File: src/verilog/input_port_pkg.sv
// package: register map, field layout and reset values of the input port block
`default_nettype none
package input_port_pkg;
  localparam int unsigned ADDR_W = 8;
  localparam int unsigned DATA_W = 4;
  localparam int unsigned GROUP_W = 4;
  localparam logic [7:0] OFS_LOW_SELECT   = 8'hC0;
  localparam logic [7:0] OFS_LOW_LEVEL    = 8'hC1;
  localparam logic [7:0] OFS_HIGH_SELECT  = 8'hC2;
  localparam logic [7:0] OFS_HIGH_LEVEL   = 8'hC3;
  localparam logic [7:0] OFS_MASK_BANK    = 8'hF0;
  localparam logic [7:0] OFS_HIGH_FLAG    = 8'hF2;
  localparam logic [7:0] OFS_LOW_FLAG     = 8'hF3;
  localparam logic [7:0] OFS_IRQ_STATUS   = 8'hE0;
  localparam logic [7:0] OFS_IRQ_ENABLE   = 8'hE1;
  localparam int unsigned POS_LOW_MASK  = 2;
  localparam int unsigned POS_HIGH_MASK = 3;
  localparam int unsigned POS_FLAG      = 0;
  localparam logic [3:0] RST_SELECT = 4'h0;
  localparam logic [3:0] RST_MASK   = 4'h0;
  localparam logic [1:0] RST_FLAG   = 2'h0;
  localparam logic [1:0] RST_STATUS = 2'h0;
  localparam logic [1:0] RST_ENABLE = 2'h0;
  localparam logic [3:0] RST_RDATA  = 4'h0;

  typedef struct packed {
    logic [7:0] addr;
    logic [3:0] wdata;
    logic       wr;
    logic       rd;
  } reg_req_t;
endpackage
`default_nettype wire

File: src/verilog/input_port_interrupt_unit.sv
// eight-pin input port with per-pin edge select, group flags and masks
//
// What this block does
// - pin-data reads return pin levels from the second sync flop
// - pin-data registers ignore writes
// - per-pin select bits, writable, reset zero
// - unselected pins never raise events
// - group mask bits 2 and 3, reset zero
// - group flags in bit 0, writes ignored
// - reading a flag clears it
// - flags are zero after reset
// - upper flag register bits read zero
// - events are rising edges of pins
// - low and high groups are separate sources
// - selected pin event sets group flag
// - any selected event pulses wake-up
`timescale 1ns/100ps
`default_nettype none
module input_port_interrupt_unit
  import input_port_pkg::*;
(
  input  wire logic              clk_i,
  input  wire logic              reset_i,
  input  wire logic              clk_en_i,
  input  wire logic [ADDR_W-1:0] addr_i,
  input  wire logic [DATA_W-1:0] wdata_i,
  input  wire logic              wr_i,
  input  wire logic              rd_i,
  output logic      [DATA_W-1:0] rdata_o,
  input  wire logic [GROUP_W-1:0] low_group_pins_i,
  input  wire logic [GROUP_W-1:0] high_group_pins_i,
  output logic                   low_group_irq_o,
  output logic                   high_group_irq_o,
  output logic                   wakeup_o,
  output logic                   irq_o
);

  //////////////////////////////////////////////////////////////////////////////
  // pin synchronisers and edge detection

  reg_req_t req;
  assign req = '{addr: addr_i, wdata: wdata_i, wr: wr_i, rd: rd_i};

  logic [2*GROUP_W-1:0] pins_meta_reg;
  logic [2*GROUP_W-1:0] pins_sync_reg;
  logic [2*GROUP_W-1:0] pins_prev_reg;
  logic [GROUP_W-1:0]   low_pin_irq_select_reg;
  logic [GROUP_W-1:0]   high_pin_irq_select_reg;
  logic [3:0]           mask_bank_reg;
  logic [1:0]           flag_reg;
  logic [1:0]           flag_next;
  logic [1:0]           status_reg;
  logic [1:0]           status_next;
  logic [1:0]           irq_enable_reg;
  logic [DATA_W-1:0]    rdata_reg;
  logic                 wakeup_reg;

  wire [2*GROUP_W-1:0] select_all = {high_pin_irq_select_reg, low_pin_irq_select_reg};
  wire [2*GROUP_W-1:0] rise;

  // a pin counts only on a rising edge while selected; prev reads the second
  // sync flop only, so a metastable first stage never reaches the detector
  genvar pin;
  for (pin = 0; pin < 2*GROUP_W; pin++) begin : g_pin
    assign rise[pin] = pins_sync_reg[pin] & ~pins_prev_reg[pin] & select_all[pin];
  end
  wire [1:0] group_event = {|rise[2*GROUP_W-1:GROUP_W], |rise[GROUP_W-1:0]};

  always_ff @(posedge clk_i) begin
    if (reset_i) begin
      pins_meta_reg <= '0;
      pins_sync_reg <= '0;
      pins_prev_reg <= '0;
    end else if (clk_en_i) begin
      pins_meta_reg <= {high_group_pins_i, low_group_pins_i};
      pins_sync_reg <= pins_meta_reg;
      pins_prev_reg <= pins_sync_reg;
    end
  end

  //////////////////////////////////////////////////////////////////////////////
  // register decode

  wire sel_low_select  = req.addr == OFS_LOW_SELECT;
  wire sel_low_level   = req.addr == OFS_LOW_LEVEL;
  wire sel_high_select = req.addr == OFS_HIGH_SELECT;
  wire sel_high_level  = req.addr == OFS_HIGH_LEVEL;
  wire sel_mask        = req.addr == OFS_MASK_BANK;
  wire sel_high_flag   = req.addr == OFS_HIGH_FLAG;
  wire sel_low_flag    = req.addr == OFS_LOW_FLAG;
  wire sel_status      = req.addr == OFS_IRQ_STATUS;
  wire sel_enable      = req.addr == OFS_IRQ_ENABLE;

  wire [1:0] flag_read_clr = {req.rd & sel_high_flag, req.rd & sel_low_flag};
  wire [1:0] status_w1c = (req.wr & sel_status) ? req.wdata[1:0] : 2'h0;
  wire wr_low_select  = req.wr & sel_low_select;
  wire wr_high_select = req.wr & sel_high_select;
  wire wr_mask        = req.wr & sel_mask;
  wire wr_enable      = req.wr & sel_enable;

  // set wins over read-clear so an edge in the read cycle is not lost
  assign flag_next   = (flag_reg & ~flag_read_clr) | group_event;
  assign status_next = (status_reg & ~status_w1c) | group_event;

  wire [DATA_W-1:0] rdata_mux =
      sel_low_select  ? low_pin_irq_select_reg :
      sel_low_level   ? pins_sync_reg[GROUP_W-1:0] :
      sel_high_select ? high_pin_irq_select_reg :
      sel_high_level  ? pins_sync_reg[2*GROUP_W-1:GROUP_W] :
      sel_mask        ? mask_bank_reg :
      sel_high_flag   ? {3'h0, flag_reg[1]} :
      sel_low_flag    ? {3'h0, flag_reg[0]} :
      sel_status      ? {2'h0, status_reg} :
      sel_enable      ? {2'h0, irq_enable_reg} :
      4'h0;

  //////////////////////////////////////////////////////////////////////////////
  // registers; level and flag addresses have no write path

  always_ff @(posedge clk_i) begin
    if (reset_i) begin
      low_pin_irq_select_reg  <= RST_SELECT;
      high_pin_irq_select_reg <= RST_SELECT;
    end else if (clk_en_i) begin
      if (wr_low_select) begin
        low_pin_irq_select_reg <= req.wdata;
      end
      if (wr_high_select) begin
        high_pin_irq_select_reg <= req.wdata;
      end
    end
  end

  // no lock against writes with interrupts on; software keeps that rule
  always_ff @(posedge clk_i) begin
    if (reset_i) begin
      mask_bank_reg <= RST_MASK;
    end else if (clk_en_i && wr_mask) begin
      mask_bank_reg <= req.wdata;
    end
  end

  // flags take no write data, so a write to them changes nothing
  always_ff @(posedge clk_i) begin
    if (reset_i) begin
      flag_reg   <= RST_FLAG;
      status_reg <= RST_STATUS;
    end else if (clk_en_i) begin
      flag_reg   <= flag_next;
      status_reg <= status_next;
    end
  end

  always_ff @(posedge clk_i) begin
    if (reset_i) begin
      irq_enable_reg <= RST_ENABLE;
    end else if (clk_en_i && wr_enable) begin
      irq_enable_reg <= req.wdata[1:0];
    end
  end

  // read data stand for one cycle only, then fall back to zero
  always_ff @(posedge clk_i) begin
    if (reset_i) begin
      rdata_reg  <= RST_RDATA;
      wakeup_reg <= 1'b0;
    end else if (clk_en_i) begin
      rdata_reg  <= req.rd ? rdata_mux : RST_RDATA;
      wakeup_reg <= |group_event;
    end
  end

  //////////////////////////////////////////////////////////////////////////////
  // outputs

  assign rdata_o          = rdata_reg;
  assign low_group_irq_o  = flag_reg[0] & mask_bank_reg[POS_LOW_MASK];
  assign high_group_irq_o = flag_reg[1] & mask_bank_reg[POS_HIGH_MASK];
  assign wakeup_o         = wakeup_reg;
  assign irq_o            = |(status_reg & irq_enable_reg);
endmodule
`default_nettype wire

File: config.mk
export PLATFORM = sky130hd
export DESIGN_NAME = input_port_interrupt_unit
export DESIGN_NICKNAME = d
export VERILOG_FILES = /design/src/verilog/input_port_pkg.sv /design/src/verilog/input_port_interrupt_unit.sv
export SDC_FILE = /design/constraint.sdc
export NUM_CORES = 1
export LEC_CHECK = 0
export ABC_AREA = 1
export BUFFER_PORTS_ARGS = -buffer_cell sky130_fd_sc_hd__buf_4
export CAP_MARGIN = 20
export CORE_ASPECT_RATIO = 2
export CORE_MARGIN = 2
export CORE_UTILIZATION = 47
export CTS_CLUSTER_DIAMETER = 80
export DETAILED_ROUTE_END_ITERATION = 6
export GPL_ROUTABILITY_DRIVEN = 0
export GPL_TIMING_DRIVEN = 1
export PLACE_DENSITY = 0.71
export REMOVE_ABC_BUFFERS = 1
export SLEW_MARGIN = 10
export SYNTH_ARGS = -nofsm -noshare
export SYNTH_HDL_FRONTEND = slang
export SYNTH_SLANG_ARGS = --single-unit
File: constraint.sdc
create_clock -name clk_i -period 1.6 [get_ports clk_i]
set_input_delay 0.08 -clock clk_i [delete_from_list [all_inputs] [get_ports clk_i]]
set_output_delay 0.08 -clock clk_i [all_outputs]
set_load 0.05 [all_outputs]
# Word-level counts from Yosys, hierarchy flattened
# Cells that the tools add are included.
dict set report word_totals {
  reg_bits 47
  input_bits 25
  output_inout_bits 8
  elab_cells 79
}
dict set report classes {
  n_eq_ne 9
  n_mux 11
  n_bitwise 40
  n_reduce_logical 8
}
# op count
set op_table {}
lappend op_table {{$eq A8 B8 Y1 const B} 9}
lappend op_table {{$and A1 B1 Y1} 25}
lappend op_table {{$mux W4} 6}
lappend op_table {{$mux W2} 5}
lappend op_table {{$not A1 Y1} 8}
lappend op_table {{$reduce_or A4 Y1} 2}
lappend op_table {{$reduce_or A8 Y1} 1}
lappend op_table {{$and A2 B2 Y2} 3}
lappend op_table {{$not A2 Y2} 2}
lappend op_table {{$or A2 B2 Y2} 2}
lappend op_table {{$reduce_and A2 Y1} 2}
lappend op_table {{$logic_and A1 B1 Y1} 2}
lappend op_table {{$reduce_or A2 Y1} 1}

# Longest topological paths before layout
dict set report logic_depth {
  depth_word 11
  mapped_depth 10
  mapped_depth_nobuf 10
}

# Worst setup path after synthesis
# Ideal clock, no wire load.
dict set report synth_timing {
  kind {register to output}
  start {reg irq_enable_reg[1]}
  end {out irq_o}
  t_arrival_ns 1.450
  required_ns 1.520
  setup_slack_ns 0.070
  stages_incl_launch_ff 3
  n_path_buf 0
  path_cell_list {dfxtp_1 -> inv_1 -> o21ai_0}
}
dict set report synth_via {
  elab_chain_len 2
}
# element line
set synth_rtl {}
lappend synth_rtl {{start: declaration} input_port_interrupt_unit.sv:54} ;# logic [1:0] irq_enable_reg;
lappend synth_rtl {{start signal: assignment} input_port_interrupt_unit.sv:158} ;# irq_enable_reg <= req.wdata[1:0];
lappend synth_rtl {{$and A2 B2 Y2} input_port_interrupt_unit.sv:180} ;# assign irq_o = |(status_reg & irq_enable_reg);
lappend synth_rtl {{$reduce_or A2 Y1} input_port_interrupt_unit.sv:180}
lappend synth_rtl {{end: declaration} input_port_interrupt_unit.sv:35} ;# output logic irq_o
# Every way passes these cells.

# Worst setup path in the final report
# Ends and elaborated chain as after synthesis.

==> flow_summary.html <==
<table>
<tr><th>Metric</th><th>Value</th></tr>
<tr><th colspan="2">Run status</th></tr>
<tr><td>Run status</td><td>completed</td></tr>
<tr><th colspan="2">Critical path</th></tr>
<tr><td>Worst-path maximum fanout</td><td>2</td></tr>
<tr><td>Kind of end point of the critical path</td><td>primary output</td></tr>
<tr><td>Arrival time of the worst setup path</td><td>between 1000 and 1500 ps</td></tr>
<tr><td>Cell chain of the critical path</td><td>inv_1, o21ai_0, buf_4</td></tr>
<tr><td>Required @ worst endpoint</td><td>about 1500 ps</td></tr>
<tr><td>Standard cell with the maximum stage delay on the critical path</td><td>dfxtp_1</td></tr>
<tr><td>Worst Reg-to-Reg Cells</td><td>6</td></tr>
<tr><td>Kind of start point of the critical path</td><td>flip-flop</td></tr>
<tr><td>FF-to-FF setup slack</td><td>~520 ps</td></tr>
<tr><td>Worst R2R Start</td><td>status_reg[1]</td></tr>
<tr><td>Delay contributed by the slowest stage of the critical path</td><td>350 ps</td></tr>
<tr><td>Worst flop-to-flop path endpoint</td><td>rdata_o[1]</td></tr>
<tr><td>WS Path Type</td><td>flip-flop to primary output</td></tr>
<tr><th colspan="2">Min path</th></tr>
<tr><td>Hold Path Depth</td><td>3</td></tr>
<tr><td>Startpoint of the lowest-slack hold path</td><td>high_group_pins_i[2]</td></tr>
<tr><td>Worst Hold Class</td><td>input port to flip-flop</td></tr>
<tr><td>WHS Endpoint</td><td>pins_meta_reg[6]</td></tr>
<tr><th colspan="2">Power and ir drop</th></tr>
<tr><td>Pwr Density</td><td>a little under 900 nW/um2</td></tr>
<tr><td>Net switching component of the power</td><td>slightly above 0.5 mW</td></tr>
<tr><td>Sequential cell fraction of total power</td><td>0.528</td></tr>
<tr><td>Net switching fraction of the power</td><td>0.226</td></tr>
<tr><td>Relative contribution of combinational cells to total power</td><td>0.084</td></tr>
<tr><td>Internal power component</td><td>approximately 1.8 mW</td></tr>
<tr><td>Worst IR drop on VDD</td><td>roughly 1000 uV</td></tr>
<tr><td>Clock power share</td><td>0.388</td></tr>
<tr><td>Design Power</td><td>between 2 and 2.5 mW</td></tr>
<tr><td>Leak Pwr</td><td>roughly 1.1 nW</td></tr>
<tr><th colspan="2">Final layout</th></tr>
<tr><td>Net total in the final layout</td><td>346</td></tr>
<tr><td>Inserted Diodes</td><td>0</td></tr>
<tr><td>Layout overhead on the synthesized area</td><td>17.9%</td></tr>
<tr><td>Post-route cell area</td><td>roughly 2600 um2</td></tr>
<tr><td>Proportion of layout cells with a drive suffix above 1</td><td>0.239</td></tr>
<tr><td>Final Instance Count excl. Fillers</td><td>377</td></tr>
<tr><th colspan="2">Floorplan</th></tr>
<tr><td>Die area</td><td>around 5300 um2</td></tr>
<tr><td># rows</td><td>35</td></tr>
<tr><td>Placeable core region</td><td>roughly 4600 um2</td></tr>
<tr><td>Die outline height</td><td>101 um</td></tr>
<tr><td>Overall die width</td><td>roughly 52 um</td></tr>
<tr><td>I/O pin total</td><td>33</td></tr>
<tr><td>Starting density of the core</td><td>0.483</td></tr>
<tr><th colspan="2">Clock tree</th></tr>
<tr><td>Number of hold buffers added after cts</td><td>0</td></tr>
<tr><td>TritonCTS Sinks</td><td>47</td></tr>
<tr><td>Postcts setup bufs</td><td>0</td></tr>
<tr><td>CTS max path bufs</td><td>2</td></tr>
<tr><td>Number of gates resized after CTS</td><td>0</td></tr>
<tr><td>Later-pin clock latency in the skew report</td><td>about 300 ps</td></tr>
<tr><td>Clk pin slew, worst setup/hold paths</td><td>about 90 ps</td></tr>
<tr><td>TritonCTS Buffers</td><td>5</td></tr>
<tr><td>CTS Root Cell</td><td>clkbuf_8</td></tr>
<tr><td>CTS tree</td><td>built</td></tr>
<tr><td>Depth of the CTS H-tree</td><td>2</td></tr>
<tr><th colspan="2">Route</th></tr>
<tr><td>Number of vias per cell</td><td>5.23</td></tr>
<tr><td>Via count</td><td>between 1500 and 2000</td></tr>
<tr><td>Average wire length per cell after detail routing</td><td>approximately 13 um</td></tr>
<tr><td>Number of iterations in the first detailed-routing pass</td><td>5</td></tr>
<tr><td>Post-route DRC violation count</td><td>0</td></tr>
<tr><td>Post-route antenna net violation count</td><td>0</td></tr>
<tr><td>DR iter-0 viols</td><td>49</td></tr>
<tr><td>Total wire length after detailed routing</td><td>just over 5000 um</td></tr>
<tr><th colspan="2">Synth</th></tr>
<tr><td>Flop and latch count out of synthesis</td><td>47</td></tr>
<tr><td>Ys Warns</td><td>0</td></tr>
<tr><td>Post-synthesis cell type with the largest combined area</td><td>dfxtp_1</td></tr>
<tr><td>Count of flip-flops with a built-in enable after synthesis</td><td>0</td></tr>
<tr><td>Synth async-reset ratio</td><td>0</td></tr>
<tr><td>Compound-Gate Fraction of Synth Area</td><td>0.178</td></tr>
<tr><td>Simple-Gate Fraction of Synth Area</td><td>0.313</td></tr>
<tr><td>Fraction of the yosys area taken by sequential cells</td><td>0.428</td></tr>
<tr><td>Most numerous cell in the Yosys netlist</td><td>nand2_1</td></tr>
<tr><td>Dominant register cell in the synthesized netlist</td><td>dfxtp_1</td></tr>
<tr><td>Main combinational cell family by area after synthesis</td><td>simple AND/OR/NAND/NOR gates</td></tr>
<tr><td>Post-synth top area share</td><td>0.428</td></tr>
<tr><td>Multiplexer fraction of the synthesized cell area</td><td>0</td></tr>
<tr><td>Average size of a mapped cell</td><td>7.55 um2</td></tr>
<tr><td>Number of standard cells after synthesis</td><td>~290</td></tr>
<tr><td>Cell types with the highest counts after synthesis</td><td>66 x nand2_1, 47 x dfxtp_1, 31 x nor2_1</td></tr>
<tr><td>Yosys cell types</td><td>29</td></tr>
<tr><td>Parity-gate share of the synthesized area counting xor and xnor cells</td><td>0</td></tr>
<tr><td>Main area contributors after synthesis</td><td>dfxtp_1 43%, nand2_1 11%, a21oi_1 5.9%</td></tr>
<tr><td>Area of the mapped netlist</td><td>2200 um2</td></tr>
<tr><td>Adder-cell share of the synthesized area</td><td>0</td></tr>
<tr><th colspan="2">Global route</th></tr>
<tr><td>GR Overflow Total</td><td>0</td></tr>
<tr><td>Number of antenna violations at the first check in global routing</td><td>0</td></tr>
<tr><td>Number of global-route vias before repair</td><td>1860</td></tr>
<tr><td>Largest net degree at the start of global routing</td><td>48</td></tr>
<tr><td>Global-route total usage across every layer</td><td>0.215</td></tr>
<tr><td>Global-route wire length before repair</td><td>8350 um</td></tr>
<tr><th colspan="2">Timing</th></tr>
<tr><td>F_max</td><td>between 800 and 900 MHz</td></tr>
<tr><td>Final Hold Slack</td><td>42.0 ps</td></tr>
<tr><td>Final Cycle Share</td><td>0.737</td></tr>
<tr><td>Aggregate negative setup slack</td><td>0 ps</td></tr>
<tr><td>Final setup violation count</td><td>0</td></tr>
<tr><td>Max-slew headroom</td><td>0.639</td></tr>
<tr><td>Final Max Tran Viols</td><td>0</td></tr>
<tr><td>Final Hold Fails</td><td>0</td></tr>
<tr><td>RSZ-0062 raised after global routing</td><td>no</td></tr>
<tr><td>Minimum clock period</td><td>roughly 1200 ps</td></tr>
<tr><td>Setup clock skew after layout</td><td>8.70 ps</td></tr>
<tr><td>Slew of the pin with the lowest slew margin</td><td>between 500 and 600 ps</td></tr>
<tr><th colspan="2">Flow run</th></tr>
<tr><td>Max_cap viols</td><td>0</td></tr>
<tr><th colspan="2">Place</th></tr>
<tr><td>Detailed placement HPWL</td><td>roughly 3900 um</td></tr>
<tr><td>Post-placement cell area</td><td>about 2500 um2</td></tr>
<tr><td>Count of input and output buffers</td><td>32</td></tr>
<tr><td>Cell Count Post-Placement</td><td>369</td></tr>
</table>
==> worst max path at each step <==
stage	from	end	slack, ps	cells past startpoint
floorplan	irq_enable_reg[1]	irq_o	70	2
global placement	addr_i[2]	rdata_o[1]	330	10
detailed placement	addr_i[2]	rdata_o[1]	310	10
CTS	irq_enable_reg[1]	irq_o	400	3
global route	irq_enable_reg[1]	irq_o	320	3
finish	irq_enable_reg[1]	irq_o	420	3
==> worst max-delay path: cells and delay by family (launching register included) <==
| family | cells | cell delay [ps] |
|---|---|---|
| buf+inv | 2 | 280 |
| flops | 1 | 350 |
| compound gates | 1 | 180 |
==> metal layers <==
metal,up-vias,global-route usage,share of wire
met4,0,0.142,0.062
li1,1017,-,-
met1,880,0.229,0.37
met3,18,0.0356,0.043
met5,-,0,0
met2,56,0.371,0.53
==> power by group through the flow <==
| stage | sequential (mW) | clock, mW | combinational, mW |
|---|---|---|---|
| 3_5_place_dp | 1.24 | 0 | 0.194 |
| 5_1_grt | 1.22 | 0.958 | 0.216 |
| 2_1_floorplan | 1.24 | 0 | 0.0922 |
| 4_1_cts | 1.21 | 0.905 | 0.195 |
| 6_report | 1.21 | 0.890 | 0.193 |
| 3_3_place_gp | 1.24 | 0 | 0.191 |
==> placed cells by master, fill, tap and decap left out, types with 3 or more instances in the layout <==
cell type / n
dfxtp_1: 47
nor2_1: 31
nand3_1: 19
nor2_8: 3
nand2_2: 4
a31oi_1: 3
a211oi_2: 4
o21ai_0: 5
a21oi_1: 26
buf_4: 33
nand4_1: 6
inv_2: 8
inv_1: 24
nand2_4: 3
clkbuf_8: 6
a211oi_1: 15
nand2_1: 66
==> final cells by class <==
| type | count | area, um2 |
|---|---|---|
| well taps | 55 | 68.8 |
| clock buffers | 6 | 82.6 |
| inverters | 35 | 138 |
| multi-input cells | 199 | 1080 |
| flip-flops and latches | 47 | 941 |
| repair buffers | 33 | 248 |
| fillers | 466 | 1960 |
| clock inverters | 2 | 35.0 |
==> logic make-up after synthesis <==
family                 Yosys count
AND/OR/NAND/NOR                139
AO/OA/AOI/OAI                   60
flip-flops                      47
buffers and inverters           45
==> per-stage QoR <==
stage	setup slack (ps)	util
floorplan	70.3	-
global placement	328	0.543
detailed placement	314	0.543
CTS	399	0.569
global route	321	0.569
finish	421	0.569
No activity file was read; power rests on OpenSTA's default activity.
